<file path="src/hw/gpio_port_defines.vh">
/*
 * Constants for the packet-driven gpio/pwm port: command codes,
 * payload fields, drive codes, timing figures.
 * Assumes inclusion by bare name from the port module.
 */
`ifndef GPIO_PORT_DEFINES_VH
`define GPIO_PORT_DEFINES_VH

`define CMD_SET_PIN 8'h22
`define CMD_READ_PIN 8'h23
`define CMD_STORE_BOOT 8'h04
`define REPLY_OR_MASK 8'h40
`define REPLY_ERROR 8'hC0
`define NUM_IO_PINS 5
`define NUM_LED_CH 8
`define LAST_INDEX 8'h0C
`define LAST_IO_INDEX 8'h04
`define VAL_LOW 8'h00
`define VAL_HIGH 8'h64
`define VAL_MAX_ACCEPT 8'hFF
`define CFG_FUNC_BIT 3
`define CFG_RSVD_MASK 8'hF0
`define CFG_DRIVE_MASK 8'h07
`define DRV_RESERVED 3'h6
`define DRV_UP_PULLDN 3'h0
`define DRV_STRONG_A 3'h1
`define DRV_HIZ 3'h2
`define DRV_PULLUP_DN 3'h3
`define DRV_UP_FLOAT 3'h4
`define DRV_STRONG_B 3'h5
`define DRV_FLOAT_DN 3'h7
`define CFG_RESET 4'h2
`define CLK_HZ 125000000
`define PWM_HZ 100
`define SAMPLE_HZ 32
`define PWM_STEPS 100
`define LEN_READ 8'h01
`define LEN_VALUE_ONLY 8'h02
`define LEN_WITH_CFG 8'h03
`define LEN_READ_REPLY 8'h04
`define PIN_PWR_SENSE 1
`define PIN_PWR_CTL 2
`define PIN_RST_CTL 3

`endif

</file>
<file path="src/hw/packet_gpio_pwm_port.v">
/*
 * Packet-driven gpio/pwm port: five two-way pins with drive codes,
 * function select and pwm, eight led channels, 32 Hz sampling with
 * sticky edge flags, reply builder, boot-state snapshot.
 * Assumes a packet layer outside that parses frames into a one-cycle
 * command strobe with type, length and three payload bytes, and that
 * frames the reply bytes it is handed. Pin pads are resolved outside.
 */
`timescale 1ns/1ps
`include "gpio_port_defines.vh"

module packet_gpio_pwm_port #(
	parameter NPIN = `NUM_IO_PINS,
	parameter NLED = `NUM_LED_CH,
	parameter CLK_HZ = `CLK_HZ,
	parameter PWM_TICK_CYC = `CLK_HZ / (`PWM_HZ * `PWM_STEPS),
	parameter SAMPLE_CYC = `CLK_HZ / `SAMPLE_HZ
) (
	// clock and reset
	input wire core_clk_in,
	input wire rst_n_in,
	// parsed command from the packet layer
	input wire cmd_valid_in,
	input wire [7:0] cmd_type_in,
	input wire [7:0] cmd_len_in,
	input wire [7:0] cmd_d0_in,
	input wire [7:0] cmd_d1_in,
	input wire [7:0] cmd_d2_in,
	// reply to the packet layer
	output reg reply_valid_out,
	output reg [7:0] reply_type_out,
	output reg [7:0] reply_len_out,
	output reg [7:0] reply_d0_out,
	output reg [7:0] reply_d1_out,
	output reg [7:0] reply_d2_out,
	output reg [7:0] reply_d3_out,
	// two-way pins on the user pin header, oe low drives
	input wire [NPIN-1:0] pin_in,
	output reg [NPIN-1:0] pin_out,
	output reg [NPIN-1:0] pin_oe_n_out,
	output reg [NPIN-1:0] pin_pullup_out,
	output reg [NPIN-1:0] pin_pulldown_out,
	// led output channels
	output reg [NLED-1:0] led_output_channel_out,
	// default roles of pins 1..3 when function bit is clear; user_ctl_out mirrors each pin's function bit
	output reg host_power_sense_out,
	input wire host_power_ctl_in,
	input wire host_reset_ctl_in,
	output reg [NPIN-1:0] user_ctl_out
);

	localparam NCH = NPIN + NLED;

	// state per channel
	reg [7:0] value_q [0:NCH-1];
	reg [3:0] cfg_q [0:NPIN-1];
	reg [3:0] boot_cfg_q [0:NPIN-1];
	reg [NPIN-1:0] level_q;
	reg [NPIN-1:0] rise_q;
	reg [NPIN-1:0] fall_q;
	reg boot_load_q;
	// low until the first sample, so the reset level gives no false edge
	reg smp_primed_q;

	// timing dividers
	reg [31:0] pwm_div_q;
	reg [6:0] pwm_step_q;
	reg [31:0] smp_div_q;
	wire pwm_tick = (pwm_div_q == PWM_TICK_CYC - 1);
	wire smp_tick = (smp_div_q == SAMPLE_CYC - 1);
	wire smp_edge_ok = smp_tick && smp_primed_q;

	// requested level now, from value and pwm phase
	function lvl_of;
		input [7:0] v;
		input [6:0] step;
		begin
			lvl_of = (v >= `VAL_HIGH) ? 1'b1 : ({1'b0, step} < v);
		end
	endfunction

	function valid_value;
		input [7:0] v;
		begin
			valid_value = (v <= `VAL_HIGH) || (v == `VAL_MAX_ACCEPT);
		end
	endfunction

	// refused config: reserved drive code or upper bits set
	function cfg_refused;
		input [7:0] c;
		begin
			cfg_refused = (c[2:0] == `DRV_RESERVED) ||
				((c & `CFG_RSVD_MASK) != 8'h00);
		end
	endfunction

	// addressed-channel match, shared by every per-channel write
	function hit;
		input [3:0] idx;
		input integer ch;
		begin
			hit = ({28'h0, idx} == ch);
		end
	endfunction

	// command decode
	wire is_set = cmd_valid_in && (cmd_type_in == `CMD_SET_PIN);
	wire is_read = cmd_valid_in && (cmd_type_in == `CMD_READ_PIN);
	// store-boot gives no reply from this block
	wire is_store = cmd_valid_in && (cmd_type_in == `CMD_STORE_BOOT);
	wire idx_ok = (cmd_d0_in <= `LAST_INDEX);
	wire idx_io = (cmd_d0_in <= `LAST_IO_INDEX);
	wire has_cfg = (cmd_len_in == `LEN_WITH_CFG);
	wire cfg_bad = has_cfg && idx_io && cfg_refused(cmd_d2_in);
	wire len_ok = (cmd_len_in == `LEN_VALUE_ONLY) || has_cfg;
	wire set_ok = idx_ok && len_ok && valid_value(cmd_d1_in) && !cfg_bad;
	wire read_ok = idx_ok && (cmd_len_in == `LEN_READ);
	wire set_hit = is_set && set_ok;
	wire rd_hit = is_read && read_ok;
	wire [3:0] idx4 = cmd_d0_in[3:0];
	wire [2:0] idx3 = cmd_d0_in[2:0];
	// 255 is left as a keep-value code; stored value stays 0..100
	wire [7:0] new_val = (cmd_d1_in == `VAL_MAX_ACCEPT) ?
		value_q[idx4] : cmd_d1_in;

	// pwm divider: one tick per duty step
	always @(posedge core_clk_in or negedge rst_n_in) begin
		if (!rst_n_in)
			pwm_div_q <= 32'h0;
		else
			pwm_div_q <= pwm_tick ? 32'h0 : pwm_div_q + 32'h1;
	end

	// duty step wraps once per pwm period
	always @(posedge core_clk_in or negedge rst_n_in) begin
		if (!rst_n_in)
			pwm_step_q <= 7'h0;
		else if (pwm_tick)
			pwm_step_q <= (pwm_step_q == `PWM_STEPS - 1) ?
				7'h0 : pwm_step_q + 7'h1;
	end

	// sample divider free-runs, so host reads never shift the grid
	always @(posedge core_clk_in or negedge rst_n_in) begin
		if (!rst_n_in) begin
			smp_div_q <= 32'h0;
			smp_primed_q <= 1'b0;
		end else begin
			smp_div_q <= smp_tick ? 32'h0 : smp_div_q + 32'h1;
			if (smp_tick)
				smp_primed_q <= 1'b1;
		end
	end

	// channel values and configs
	genvar g;
	generate
		for (g = 0; g < NCH; g = g + 1) begin : g_val
			always @(posedge core_clk_in or negedge rst_n_in) begin
				if (!rst_n_in)
					value_q[g] <= `VAL_LOW;
				else if (set_hit && hit(idx4, g))
					value_q[g] <= new_val;
			end
		end

		for (g = 0; g < NPIN; g = g + 1) begin : g_pin
			// asked-for level; control pins follow the host lines
			// while in their default role
			wire def_role = !cfg_q[g][`CFG_FUNC_BIT];
			wire lv_w;
			assign lv_w = (def_role && g == `PIN_PWR_CTL) ?
				host_power_ctl_in :
				(def_role && g == `PIN_RST_CTL) ?
				host_reset_ctl_in :
				lvl_of(value_q[g], pwm_step_q);
			always @(posedge core_clk_in or negedge rst_n_in) begin
				if (!rst_n_in) begin
					cfg_q[g] <= `CFG_RESET;
					boot_cfg_q[g] <= `CFG_RESET;
				end else begin
					// power-up load of boot_cfg_q, which reset also sets to CFG_RESET
					if (boot_load_q)
						cfg_q[g] <= boot_cfg_q[g];
					else if (set_hit && has_cfg && hit(idx4, g))
						cfg_q[g] <= cmd_d2_in[3:0];
					if (is_store)
						boot_cfg_q[g] <= cfg_q[g];
				end
			end
			// sampling and sticky edges; a new edge wins over a read clear
			always @(posedge core_clk_in or negedge rst_n_in) begin
				if (!rst_n_in) begin
					level_q[g] <= 1'b0;
					rise_q[g] <= 1'b0;
					fall_q[g] <= 1'b0;
				end else begin
					if (smp_tick)
						level_q[g] <= pin_in[g];
					if (smp_edge_ok && pin_in[g] && !level_q[g])
						rise_q[g] <= 1'b1;
					else if (rd_hit && hit(idx4, g))
						rise_q[g] <= 1'b0;
					if (smp_edge_ok && !pin_in[g] && level_q[g])
						fall_q[g] <= 1'b1;
					else if (rd_hit && hit(idx4, g))
						fall_q[g] <= 1'b0;
				end
			end
			// drive code to pad controls
			always @(posedge core_clk_in or negedge rst_n_in) begin
				if (!rst_n_in) begin
					pin_out[g] <= 1'b0;
					pin_oe_n_out[g] <= 1'b1;
					pin_pullup_out[g] <= 1'b0;
					pin_pulldown_out[g] <= 1'b0;
					user_ctl_out[g] <= 1'b0;
				end else begin
					user_ctl_out[g] <= cfg_q[g][`CFG_FUNC_BIT];
					pin_out[g] <= lv_w;
					pin_pullup_out[g] <= 1'b0;
					pin_pulldown_out[g] <= 1'b0;
					case (cfg_q[g][2:0])
					`DRV_UP_PULLDN: begin
						pin_oe_n_out[g] <= !lv_w;
						pin_pulldown_out[g] <= !lv_w;
					end
					`DRV_STRONG_A, `DRV_STRONG_B: pin_oe_n_out[g] <= 1'b0;
					`DRV_HIZ: pin_oe_n_out[g] <= 1'b1;
					`DRV_PULLUP_DN: begin
						pin_oe_n_out[g] <= lv_w;
						pin_pullup_out[g] <= lv_w;
					end
					`DRV_UP_FLOAT: pin_oe_n_out[g] <= !lv_w;
					`DRV_FLOAT_DN: pin_oe_n_out[g] <= lv_w;
					default: pin_oe_n_out[g] <= 1'b1;
					endcase
				end
			end
		end

		// leds have no drive code: plain level or pwm
		for (g = 0; g < NLED; g = g + 1) begin : g_led
			always @(posedge core_clk_in or negedge rst_n_in) begin
				if (!rst_n_in)
					led_output_channel_out[g] <= 1'b0;
				else
					led_output_channel_out[g] <=
						lvl_of(value_q[NPIN+g], pwm_step_q);
			end
		end
	endgenerate

	// one-cycle pulse after reset release reloads boot_cfg_q, which reset sets to CFG_RESET
	always @(posedge core_clk_in or negedge rst_n_in) begin
		if (!rst_n_in)
			boot_load_q <= 1'b1;
		else
			boot_load_q <= 1'b0;
	end

	// power sense follows the sampled pin 1 while in default role
	always @(posedge core_clk_in or negedge rst_n_in) begin
		if (!rst_n_in)
			host_power_sense_out <= 1'b0;
		else
			host_power_sense_out <= !cfg_q[`PIN_PWR_SENSE][`CFG_FUNC_BIT] &
				level_q[`PIN_PWR_SENSE];
	end

	// reply builder: next reply worked out here, registered below
	reg reply_valid_d;
	reg [7:0] reply_type_d;
	reg [7:0] reply_len_d;
	reg [7:0] reply_d0_d;
	reg [7:0] reply_d1_d;
	reg [7:0] reply_d2_d;
	reg [7:0] reply_d3_d;

	always @* begin
		reply_valid_d = is_set || is_read;
		reply_type_d = reply_type_out;
		reply_len_d = 8'h00;
		reply_d0_d = 8'h00;
		reply_d1_d = 8'h00;
		reply_d2_d = 8'h00;
		reply_d3_d = 8'h00;
		if (is_set) begin
			if (set_ok)
				reply_type_d = cmd_type_in | `REPLY_OR_MASK;
			else
				reply_type_d = `REPLY_ERROR;
		end else if (is_read && !read_ok) begin
			reply_type_d = `REPLY_ERROR;
		end else if (is_read) begin
			reply_type_d = cmd_type_in | `REPLY_OR_MASK;
			reply_len_d = `LEN_READ_REPLY;
			reply_d0_d = cmd_d0_in;
			reply_d2_d = value_q[idx4];
			if (idx_io) begin
				reply_d1_d = {5'h00, rise_q[idx3], fall_q[idx3],
					level_q[idx3]};
				reply_d3_d = {4'h0, cfg_q[idx3]};
			end
		end
	end

	always @(posedge core_clk_in or negedge rst_n_in) begin
		if (!rst_n_in) begin
			reply_valid_out <= 1'b0;
			reply_type_out <= 8'h00;
			reply_len_out <= 8'h00;
			reply_d0_out <= 8'h00;
			reply_d1_out <= 8'h00;
			reply_d2_out <= 8'h00;
			reply_d3_out <= 8'h00;
		end else begin
			reply_valid_out <= reply_valid_d;
			reply_type_out <= reply_type_d;
			reply_len_out <= reply_len_d;
			reply_d0_out <= reply_d0_d;
			reply_d1_out <= reply_d1_d;
			reply_d2_out <= reply_d2_d;
			reply_d3_out <= reply_d3_d;
		end
	end

endmodule

</file>
<file path="config.mk">
export PLATFORM = sky130hd
export DESIGN_NAME = packet_gpio_pwm_port
export DESIGN_NICKNAME = d
export VERILOG_FILES = /design/src/hw/packet_gpio_pwm_port.v
export VERILOG_INCLUDE_DIRS = /design/src /design/src/hw
export SDC_FILE = /design/constraint.sdc
export NUM_CORES = 1
export LEC_CHECK = 0
export ABC_AREA = 1
export BUFFER_PORTS_ARGS = -buffer_cell sky130_fd_sc_hd__buf_2
export CELL_PAD_IN_SITES_DETAIL_PLACEMENT = 1
export CELL_PAD_IN_SITES_GLOBAL_PLACEMENT = 1
export CORE_MARGIN = 4
export CORE_UTILIZATION = 35
export DETAILED_ROUTE_END_ITERATION = 6
export HOLD_SLACK_MARGIN = 0.08
export PLACE_DENSITY_LB_ADDON = 0.05
export SYNTH_ARGS = -nofsm -noshare
export SYNTH_HDL_FRONTEND = slang
export SYNTH_SLANG_ARGS = --single-unit
export TNS_END_PERCENT = 30
</file>
<file path="constraint.sdc">
create_clock -name core_clk_in -period 1.8 [get_ports core_clk_in]
set_input_delay 0.36 -clock core_clk_in [delete_from_list [all_inputs] [get_ports core_clk_in]]
set_output_delay 0.36 -clock core_clk_in [all_outputs]
set_load 0.02 [all_outputs]
</file>
Word-level counts from Yosys, hierarchy flattened. Cells that the tools add are included.

Register bits after elaboration: 315. Bits of input ports: 50.

Add/subtract/negate cells: 3. Order comparisons: 32. Equal/unequal tests: 48. Mux-type cells: 92. Bitwise logic cells: 3. Reduce and logical (&&, ||, !) cells: 117.

Operators by type and width (number): 2-to-1 mux 8 bit (15); >= comparator 8 x 7 -> 1 bit (second input constant) (13); < comparator 7 x 8 -> 1 bit (13); adder 32 x 1 -> 32 bit (second input constant) (2); 2-to-1 mux 32 bit (2); 2-to-1 mux 4 bit (16); logical AND 1 bit (57); == test 3 bit (second input constant) (16); 2-to-1 mux 1 bit (43); binary-select mux 8 bit (select 4 bit) (1); == test 32 x 14 -> 1 bit (second input constant) (1); == test 32 x 22 -> 1 bit (second input constant) (1); nonzero test 2 bit (15); OR reduction 2 bit (15); == test 4 bit (second input constant) (5); zero test 1 bit (18); == test 4 x 3 -> 1 bit (second input constant) (4); == test 8 x 2 -> 1 bit (second input constant) (2); == test 8 x 6 -> 1 bit (second input constant) (2); == test 3 x 1 -> 1 bit (second input constant) (5); == test 3 x 2 -> 1 bit (second input constant) (5); zero test 3 bit (5); 2-to-1 mux 3 bit (5); one-hot mux 1 bit (3 select lines) (5); other kinds (23) (29).

Longest topological paths before layout. Gate-level depths: netlist (run 1).

Depth in word-level cells: 10. Depth in mapped cells: 14. Gate-level depth less buffers: 12.

Worst setup path before layout (run 1). Ideal clock, no wire load.

Kind: flip-flop to flip-flop. Start: register pwm_step_q[5]. End: register pin_oe_n_out[1]. Setup time: 79 ps. Arrival time: 1666 ps. Data required time: 1721 ps. Slack: 55 ps. Cell stages (with the launch flop): 7. Buffers on the path: 0. Path through: dfrtp_1 -> ha_1 -> a21o_1 -> a22o_1 -> o21ai_0 -> nand2_1 -> o21ai_0.

Word-level cells in the longest chain between the ends: 4.

Ends and longest elaborated chain: from (decl) (RTL line packet_gpio_pwm_port.v:67) `reg [6:0] pwm_step_q;`; from (signal assigned) (RTL line packet_gpio_pwm_port.v:140) `` pwm_step_q <= (pwm_step_q == `PWM_STEPS - 1) ? ``; < comparator 7 x 8 -> 1 bit (*) (RTL line packet_gpio_pwm_port.v:78) `` lvl_of = (v >= `VAL_HIGH) ? 1'b1 : ({1'b0, step} < v); ``; 2-to-1 mux 1 bit (*) (RTL line packet_gpio_pwm_port.v:78); net g_pin[1].lv_w (RTL line packet_gpio_pwm_port.v:172) `wire lv_w;`; zero test 1 bit (RTL line packet_gpio_pwm_port.v:226, packet_gpio_pwm_port.v:235); one-hot mux 1 bit (3 select lines) (*) (RTL line packet_gpio_pwm_port.v:224) `case (cfg_q[g][2:0])`; to (signal, indexed assignment) (RTL line packet_gpio_pwm_port.v:226) `pin_oe_n_out[g] <= !lv_w;`; to (signal, indexed assignment) (RTL line packet_gpio_pwm_port.v:235) `` `DRV_UP_FLOAT: pin_oe_n_out[g] <= !lv_w; ``; to (signal, indexed assignment) (RTL line packet_gpio_pwm_port.v:236) `` `DRV_FLOAT_DN: pin_oe_n_out[g] <= lv_w; ``; to (decl) (RTL line packet_gpio_pwm_port.v:40) `output reg [NPIN-1:0] pin_oe_n_out,`.

The timed path passes the listed nets; every way through them passes the cells marked *. A chain may end at the register's enable or synchronous reset.

Worst setup path after layout (run 1).
Start: register pwm_step_q[5]. End: register pin_pullup_out[1].

Word-level cells in the longest chain between the ends: 3.

Ends and longest elaborated chain: < comparator 7 x 8 -> 1 bit (RTL line packet_gpio_pwm_port.v:78); 2-to-1 mux 1 bit (RTL line packet_gpio_pwm_port.v:78); net g_pin[1].lv_w (RTL line packet_gpio_pwm_port.v:172); 2-to-1 mux 1 bit (RTL line packet_gpio_pwm_port.v:224); to (signal, indexed assignment) (RTL line packet_gpio_pwm_port.v:233) `pin_pullup_out[g] <= lv_w;`; to (decl) (RTL line packet_gpio_pwm_port.v:41) `output reg [NPIN-1:0] pin_pullup_out,`.

The timed path passes the listed nets, and every way through them passes these cells.

==> results of run 1 <==
[sequential cells by signal, summed over array words and instances (netlist names), 7 cells and up]
| signal | count |
|---|---|
| cfg_q | 20 |
| value_q | 104 |
| reply_type_out | 8 |
| pwm_step_q | 7 |
| smp_div_q | 32 |
| reply_d2_out | 8 |
| led_output_channel_out | 8 |
| pwm_div_q | 32 |
| boot_cfg_q | 20 |
| reply_d0_out | 8 |
[report_power, final]
part           total [mW]  internal, mW  leakage, nW  switching, mW
Sequential           6.95          6.87         4.01         0.0789
Combinational        1.20         0.392         6.75          0.811
Clock                8.64          5.46        0.694           3.18
Total                16.8          12.7         11.5           4.07
[logic make-up (layout without fill, tap and decap cells)]
group / count (synthesis) / count (layout) / synth area share, %
adders and majority gates: 82 / 82 / 6.13
buffers and inverters: 344 / 716 / 8.65
and+or+nand+nor: 1162 / 1162 / 29.9
AOI/OAI and AO/OA: 222 / 222 / 7.55
other: 1 / 21 / 0.0224
DFF: 299 / 299 / 44.9
muxes: 2 / 2 / 0.135
xor gates and xnor gates: 53 / 53 / 2.78
[critical path, delay by kind of cell (launching register included)]
family | cells | cell delay [ps]
AOI/OAI and AO/OA | 3 | 460
DFF | 1 | 390
buffers and inverters | 2 | 300
adders and majority gates | 1 | 300
and+or+nand+nor | 2 | 210
[layout make-up]
class	instances	area (µm²)	share of cell area, %
multi-input cells	1542	8240	38.0
flip-flops and latches	299	7510	34.6
repair buffers	356	2680	12.4
clock buffers	52	1110	5.11
inverters	290	1090	5.04
well taps	607	759	3.50
clock inverters	18	290	1.34
[metal layers]
metal | GRT usage [%] | up-vias
met5 | 0 | -
met4 | 6.25 | 4
met3 | 3.03 | 90
met2 | 39.3 | 276
met1 | 33.2 | 7854
li1 | - | 7573
[path summary, 6_finish.rpt]
check	start	to	slack [ps]	cells after the start
min in group asynchronous	rst_n_in	pwm_div_q[10]	300	2
worst max-delay path	pwm_step_q[5]	pin_pullup_out[1]	50	8
max in group asynchronous	rst_n_in	cfg_q[1]	780	3
worst min register to register	cfg_q[19]	user_ctl_out[0]	450	0
worst max register to register	pwm_step_q[5]	pin_pullup_out[1]	50	8
worst min-delay path	pin_in[4]	rise_q[4]	120	3
[metrics by stage]
| step | util, % | setup TNS, ps | hold slack (ps) | cell area, µm² | worst slack [ps] |
|---|---|---|---|---|---|
| 2_1_floorplan | - | 0 | 64.4 | 16800 | 55.1 |
| 3_3_place_gp | 42.1 | -53760 | 283 | 19700 | -444 |
| 4_1_cts | 45.3 | -11.3 | 83.6 | 21200 | -11.3 |
| 3_5_place_dp | 42.1 | -60100 | 287 | 19700 | -491 |
| 6_report | 46.3 | 0 | 118 | 21700 | 48.8 |
| 5_1_grt | 46.3 | -430 | 122 | 21700 | -46.9 |
[timing repair]
item | CTS | global route
pin swaps | 1 | 18
endpoints found under the setup margin | 28 | 137
hold endpoints to repair | 63 | 0
hold buffers | 4 | 0
resized for setup | 16 | 115
gates cloned | 0 | 1
buffers inserted | 0 | 8
[placed cells by master, fill, tap and decap left out, types with 5 or more instances in the layout]
cell type,netlist,routed
dfstp_2,16,16
nor3_1,43,33
nand3_1,94,90
o21ai_0,60,51
ha_4,0,6
a21oi_2,6,16
clkinv_2,0,10
a31oi_1,13,13
nor2_8,7,7
buf_2,9,115
nand4_1,39,39
inv_2,10,22
conb_1,1,21
xnor2_1,9,9
nor2_2,13,23
bufinv_16,0,8
nor2_1,195,181
a21oi_1,87,77
xor2_1,44,44
dfrtp_1,283,276
nand2_2,11,28
nand2_1,720,700
nor2_4,7,11
o21ai_1,18,21
a22oi_1,9,9
inv_1,276,263
dfrtp_2,0,7
o2111ai_1,5,5
nor4_2,0,6
o21ai_2,0,6
nor3_2,1,10
nor4_1,16,10
nand3_2,3,7
buf_4,18,212
clkbuf_16,0,42
clkbuf_1,17,7
a21o_1,5,5
buf_12,1,20
ha_1,82,75
==> summary.md, run 1 <==
| Metric | Value |
|---|---|
| Status | `finished clean` |
| Synth area leaders | `dfrtp_1 (42%), nand2_1 (16%), inv_1 (6.2%)` |
| Metal3 WL | `2210 µm` |
| P per Cell Area | `775 nW/µm²` |
| Antenna violations before repair | `2` |
| Via count | `15,800` |
| Share of Yosys cell area claimed by the top area cell type | `42.3%` |
| Initial core utilization | `35.7%` |
| Crit Path Max Fanout | `6` |
| Post-synth top cells | `nand2_1 (720), dfrtp_1 (283), inv_1 (276)` |
| Die Y | `227 µm` |
| Average size of a mapped cell | `7.72 µm²` |
| Global placement routability congestion | `0.883` |
| Worst slew pin tran | `518 ps` |
| CTS clock-pin slew for the worst setup and hold paths | `60 ps` |
| # nets final | `2,659` |
| Max-Cap Viols | `0` |
| Post-synth cell types | `54` |
| I/O pins | `133` |
| Crit-path max cell delay | `390 ps` |
| Vias in the first global route | `16,900` |
| DIE AREA | `51,300 µm²` |
| Crit path launch type | `register` |
| Critical-path cell list | `buf_12 -> ha_1 -> a21o_1 -> a22o_1 -> o21ai_1 -> buf_4 -> nand2_1 -> nor2_2` |
| Total power | `16.8 mW` |
| Clock Sinks | `299` |
| Worst Setup End Kind | `register` |
| Non-filler cells, final | `3,164` |
| Placed cells | `3,081` |
| Post-Synthesis Cells | `2,165` |
| Leak | `11.5 nW` |
| First-pass GRT wire length | `95,300 µm` |
| Worst slew margin | `65.4%` |
| DR WL/cell | `19.3 µm` |
| H-tree Lvls | `2` |
| Share of layout cells above drive strength 1 | `23.3%` |
| Min cycle time layout | `1750 ps` |
| CTS tree | `yes` |
| Highest routed layer | `met5` |
| FF+latch count, synth | `299` |
| Async S/R FF share, synth | `100%` |
| Final Slew Violations | `0` |
| Worst-Skew Late Latency | `560 ps` |
| Area delta synth->final | `29.6%` |
| CTS Buf Count | `38` |
| DP HPWL | `45,900 µm` |
| # setup viols final | `0` |
| Post-route DRC violation count | `0` |
| IO buf count | `116` |
| Largest net degree at the start of global routing | `59` |
| Cell taking the most area after synthesis | `dfrtp_1` |
| Root Buffer | `clkbuf_16` |
| DR vias/cell | `4.99` |
| Fillers | `5,736` |
| Clock skew | `14.6 ps` |
| CTS max path bufs | `3` |
| N_diodes | `0` |
| Critical Path AT | `2230 ps` |
| WS Path Type | `reg2reg` |
| Max Freq | `0.571 GHz` |
| Pre-antenna DRT Iters | `5` |
| Worst path required time | `2270 ps` |
| Final cycle utilization of the critical path | `97.3%` |
| Number of flops mapped to enable cells by yosys | `0` |
| Primary FF master, synth | `dfrtp_1` |
| Synth warn | `0` |
| Hold Violations, Final | `0` |
| Overall Global Routing Usage | `23.8%` |
| M1 wire length | `28,700 µm` |
| Die width | `227 µm` |
| Met2 WL | `28,600 µm` |
| Worst vdd ir | `0.644 mV` |
| Iteration-0 DRC Markers | `915` |
| Antenna-violating nets left | `0` |
| Row Count | `79` |
| Routed wire length | `60,900 µm` |
| Mapped Area | `16,700 µm²` |
| Register area share after synthesis | `44.9%` |
| CP max stage cell | `dfrtp_1` |
| Placeable Area | `46,900 µm²` |
| RSZ-0062 raised after global routing | `true` |
| Remaining Overflow, GRT | `0` |
| HP Class | `in2reg` |
| Top-count cell post-synth | `nand2_1` |
(Power assumes the default switching activity.)
==> inputs of run 2 (changes only) <==
BUFFER_PORTS_ARGS = not set   (was -buffer_cell sky130_fd_sc_hd__buf_2)
CAP_MARGIN = 20   (was not set)
DONT_BUFFER_PORTS = 1   (was not set)
==> run 2 against run 1 <==
The run now ends with negative hold slack left. Critical path depth is the same. Core utilization is 2.4 points lower. Worst setup slack got worse by 6.6 ps. Hold slack worse by 610 ps. First-iteration DRC count is 0.87% higher. Global-route usage fell by 0.33 points. Routed wire length shrank 2.0%. Register-to-register slack is essentially flat.
==> summary.md, run 2 (synthesized netlist as in run 1, its figures left out) <==
| Metric | Value |
|---|---|
| Routed wire length | `59,700 µm (was 60,900 µm)` |
| Most common cell after layout, fill and taps aside | `nand2_1 (unchanged)` |
| H-tree Lvls | `2 (unchanged)` |
| Top flop regs | `value_q (104), pwm_div_q (32), smp_div_q (32) (unchanged)` |
| Leak | `10.6 nW (was 11.5 nW)` |
| P per Cell Area | `763 nW/µm² (was 775 nW/µm²)` |
| Number of flip-flops under the largest register name | `104 (unchanged)` |
| Register-to-Register Path Depth | `8 (unchanged)` |
| I/O pins | `133 (unchanged)` |
| Clock Sinks | `299 (unchanged)` |
| Die Y | `227 µm (unchanged)` |
| Vias in the first global route | `16,300 (was 16,900)` |
| Final cycle utilization of the critical path | `97.7% (was 97.3%)` |
| Row Count | `79 (unchanged)` |
| Antenna violations before repair | `1 (was 2)` |
| First-pass GRT wire length | `93,500 µm (was 95,300 µm)` |
| Share of layout cells above drive strength 1 | `17.0% (was 23.3%)` |
| Non-filler cells, final | `3,019 (was 3,164)` |
| # nets final | `2,513 (was 2,659)` |
| Final Hold Slack | `-488 ps (was 118 ps)` |
| Final Slew Violations | `0 (unchanged)` |
| Status | `complete, but fails checks (was finished clean)` |
| Via count | `15,200 (was 15,800)` |
| Worst-Skew Late Latency | `570 ps (was 560 ps)` |
| Remaining Overflow, GRT | `0 (unchanged)` |
| Fillers | `5,751 (was 5,736)` |
| DIE AREA | `51,300 µm² (unchanged)` |
| R2r setup slk | `40 ps (was 50 ps)` |
| Worst vdd ir | `0.603 mV (was 0.644 mV)` |
| Placeable Area | `46,900 µm² (unchanged)` |
| DR WL/cell | `19.8 µm (was 19.3 µm)` |
| Post-route DRC violation count | `0 (unchanged)` |
| CTS tree | `yes (unchanged)` |
| Min cycle time layout | `1760 ps (was 1750 ps)` |
| Largest net degree at the start of global routing | `300 (was 59)` |
| Worst path required time | `2280 ps (was 2270 ps)` |
| Crit Path Max Fanout | `6 (unchanged)` |
| Global placement routability congestion | `0.867 (was 0.883)` |
| Max Freq | `0.569 GHz (was 0.571 GHz)` |
| Worst Setup End Kind | `register (unchanged)` |
| Most flops, register | `value_q (unchanged)` |
| Root Buffer | `clkbuf_16 (unchanged)` |
| Crit path launch type | `register (unchanged)` |
| CTS Buf Count | `39 (was 38)` |
| IO buf count | `0 (was 116)` |
| Fin util | `43.9% (was 46.3%)` |
| Antenna-violating nets left | `0 (unchanged)` |
| Critical Path AT | `2230 ps (about the same)` |
| Reg-to-Reg Start | `pwm_step_q[3] (was pwm_step_q[5])` |
| Placed cells | `2,933 (was 3,081)` |
| CTS hold repair buffers | `11 (was 4)` |
| Worst slew pin tran | `845 ps (was 518 ps)` |
| Total power | `15.7 mW (was 16.8 mW)` |
| Max-Cap Viols | `0 (unchanged)` |
| Hold Violations, Final | `294 (was 0)` |
| Final setup TNS | `0 ps (unchanged)` |
| HP Class | `in2async (was in2reg)` |
| DR vias/cell | `5.03 (was 4.99)` |
| WS Path Type | `reg2reg (unchanged)` |
| Die width | `227 µm (unchanged)` |
| # setup viols final | `0 (unchanged)` |
| Overall Global Routing Usage | `23.4% (was 23.8%)` |
| Area delta synth->final | `23.0% (was 29.6%)` |
| CTS clock-pin slew for the worst setup and hold paths | `60 ps (about the same)` |
| Worst Setup SP | `pwm_step_q[3] (was pwm_step_q[5])` |
| RSZ-0062 raised after global routing | `true (unchanged)` |
| DP HPWL | `44,800 µm (was 45,900 µm)` |
| CTS max path bufs | `3 (unchanged)` |
| Most frequent cells in the layout | `nand2_1 (711), dfrtp_1 (277), inv_1 (272), nor2_1 (181), buf_4 (174) (was nand2_1 (700), dfrtp_1 (276), inv_1 (263), buf_4 (212), nor2_1 (181))` |
| Pre-antenna DRT Iters | `5 (unchanged)` |
| Iteration-0 DRC Markers | `923 (was 915)` |
| Failing checks | `negative hold slack` |
| Clock skew | `24.0 ps (was 14.6 ps)` |
| RR Endpoint | `pin_oe_n_out[0] (was pin_pullup_out[1])` |
| Worst slew margin | `43.7% (was 65.4%)` |
| Initial core utilization | `35.7% (unchanged)` |
## run 2: changes by cell type in the layout (fill, tap and decap cells not counted), sizes merged, moves of 4 or more
cell,before,now
buf,351,198
bufinv,8,4
dlygate4sd3,4,11
inv,285,289
## run 2: worst max path at each step
stage	endpoint	slack (ps)	depth (start not counted)
global route	pwm_div_q[27]	-60	11
floorplan	pin_oe_n_out[1]	60	6
global placement	reply_d1_out[0]	-550	8
CTS	pin_oe_n_out[4]	-6	8
detailed placement	reply_d1_out[0]	-590	8
finish	pin_oe_n_out[0]	40	8
## run 2: where the power goes
group	switching (mW)	total, mW	leakage, nW	internal [mW]
Clock	3.18	7.89	0.625	4.71
Sequential	0.201	7.07	4.01	6.87
Combinational	0.485	0.739	6.00	0.254
Total	3.87	15.7	10.6	11.8
## run 2: cell type report
cell class	count	area (µm²)	area share [%]
clock inverters	18	204	0.991
inverters	290	1090	5.31
flip-flops and latches	299	7510	36.5
multi-input cells	1542	8130	39.5
diodes	1	2.50	0.0122
repair buffers	209	1820	8.83
well taps	607	759	3.69
clock buffers	53	1060	5.15
## run 2: repair_timing
action                                  4_1_cts  5_1_grt
setup buffers                                 1        3
pin swaps                                     1       13
resized for setup                            20       76
endpoints found under the hold margin       326      299
endpoints found under the setup margin       31      111
## run 2: layer usage
layer / vias to the layer above / share of wire [%] / track usage, % / routed length (µm)
met5: - / 0 / 0 / 0
met4: 0 / 3.0 / 7.40 / 1770
met3: 95 / 4.4 / 3.81 / 2630
met2: 305 / 46 / 37.6 / 27300
met1: 7507 / 47 / 32.7 / 28000
li1: 7285 / - / - / -
## run 2: per-stage QoR
stage / cell area, µm² / setup WS [ps]
2_1_floorplan: 16800 / 55.1
3_3_place_gp: 18800 / -552
3_5_place_dp: 18800 / -593
4_1_cts: 20300 / -5.79
5_1_grt: 20600 / -59.8
6_report: 20600 / 42.2
## run 2: critical path, stage by stage (launching register included)
cell and delay, ps:
dfrtp_2 510, ha_1 340, nand2_1 70, o21ai_1 150
nand4_1 110, nand2_1 120, nand2_4 100, buf_4 160
o21ai_1 130
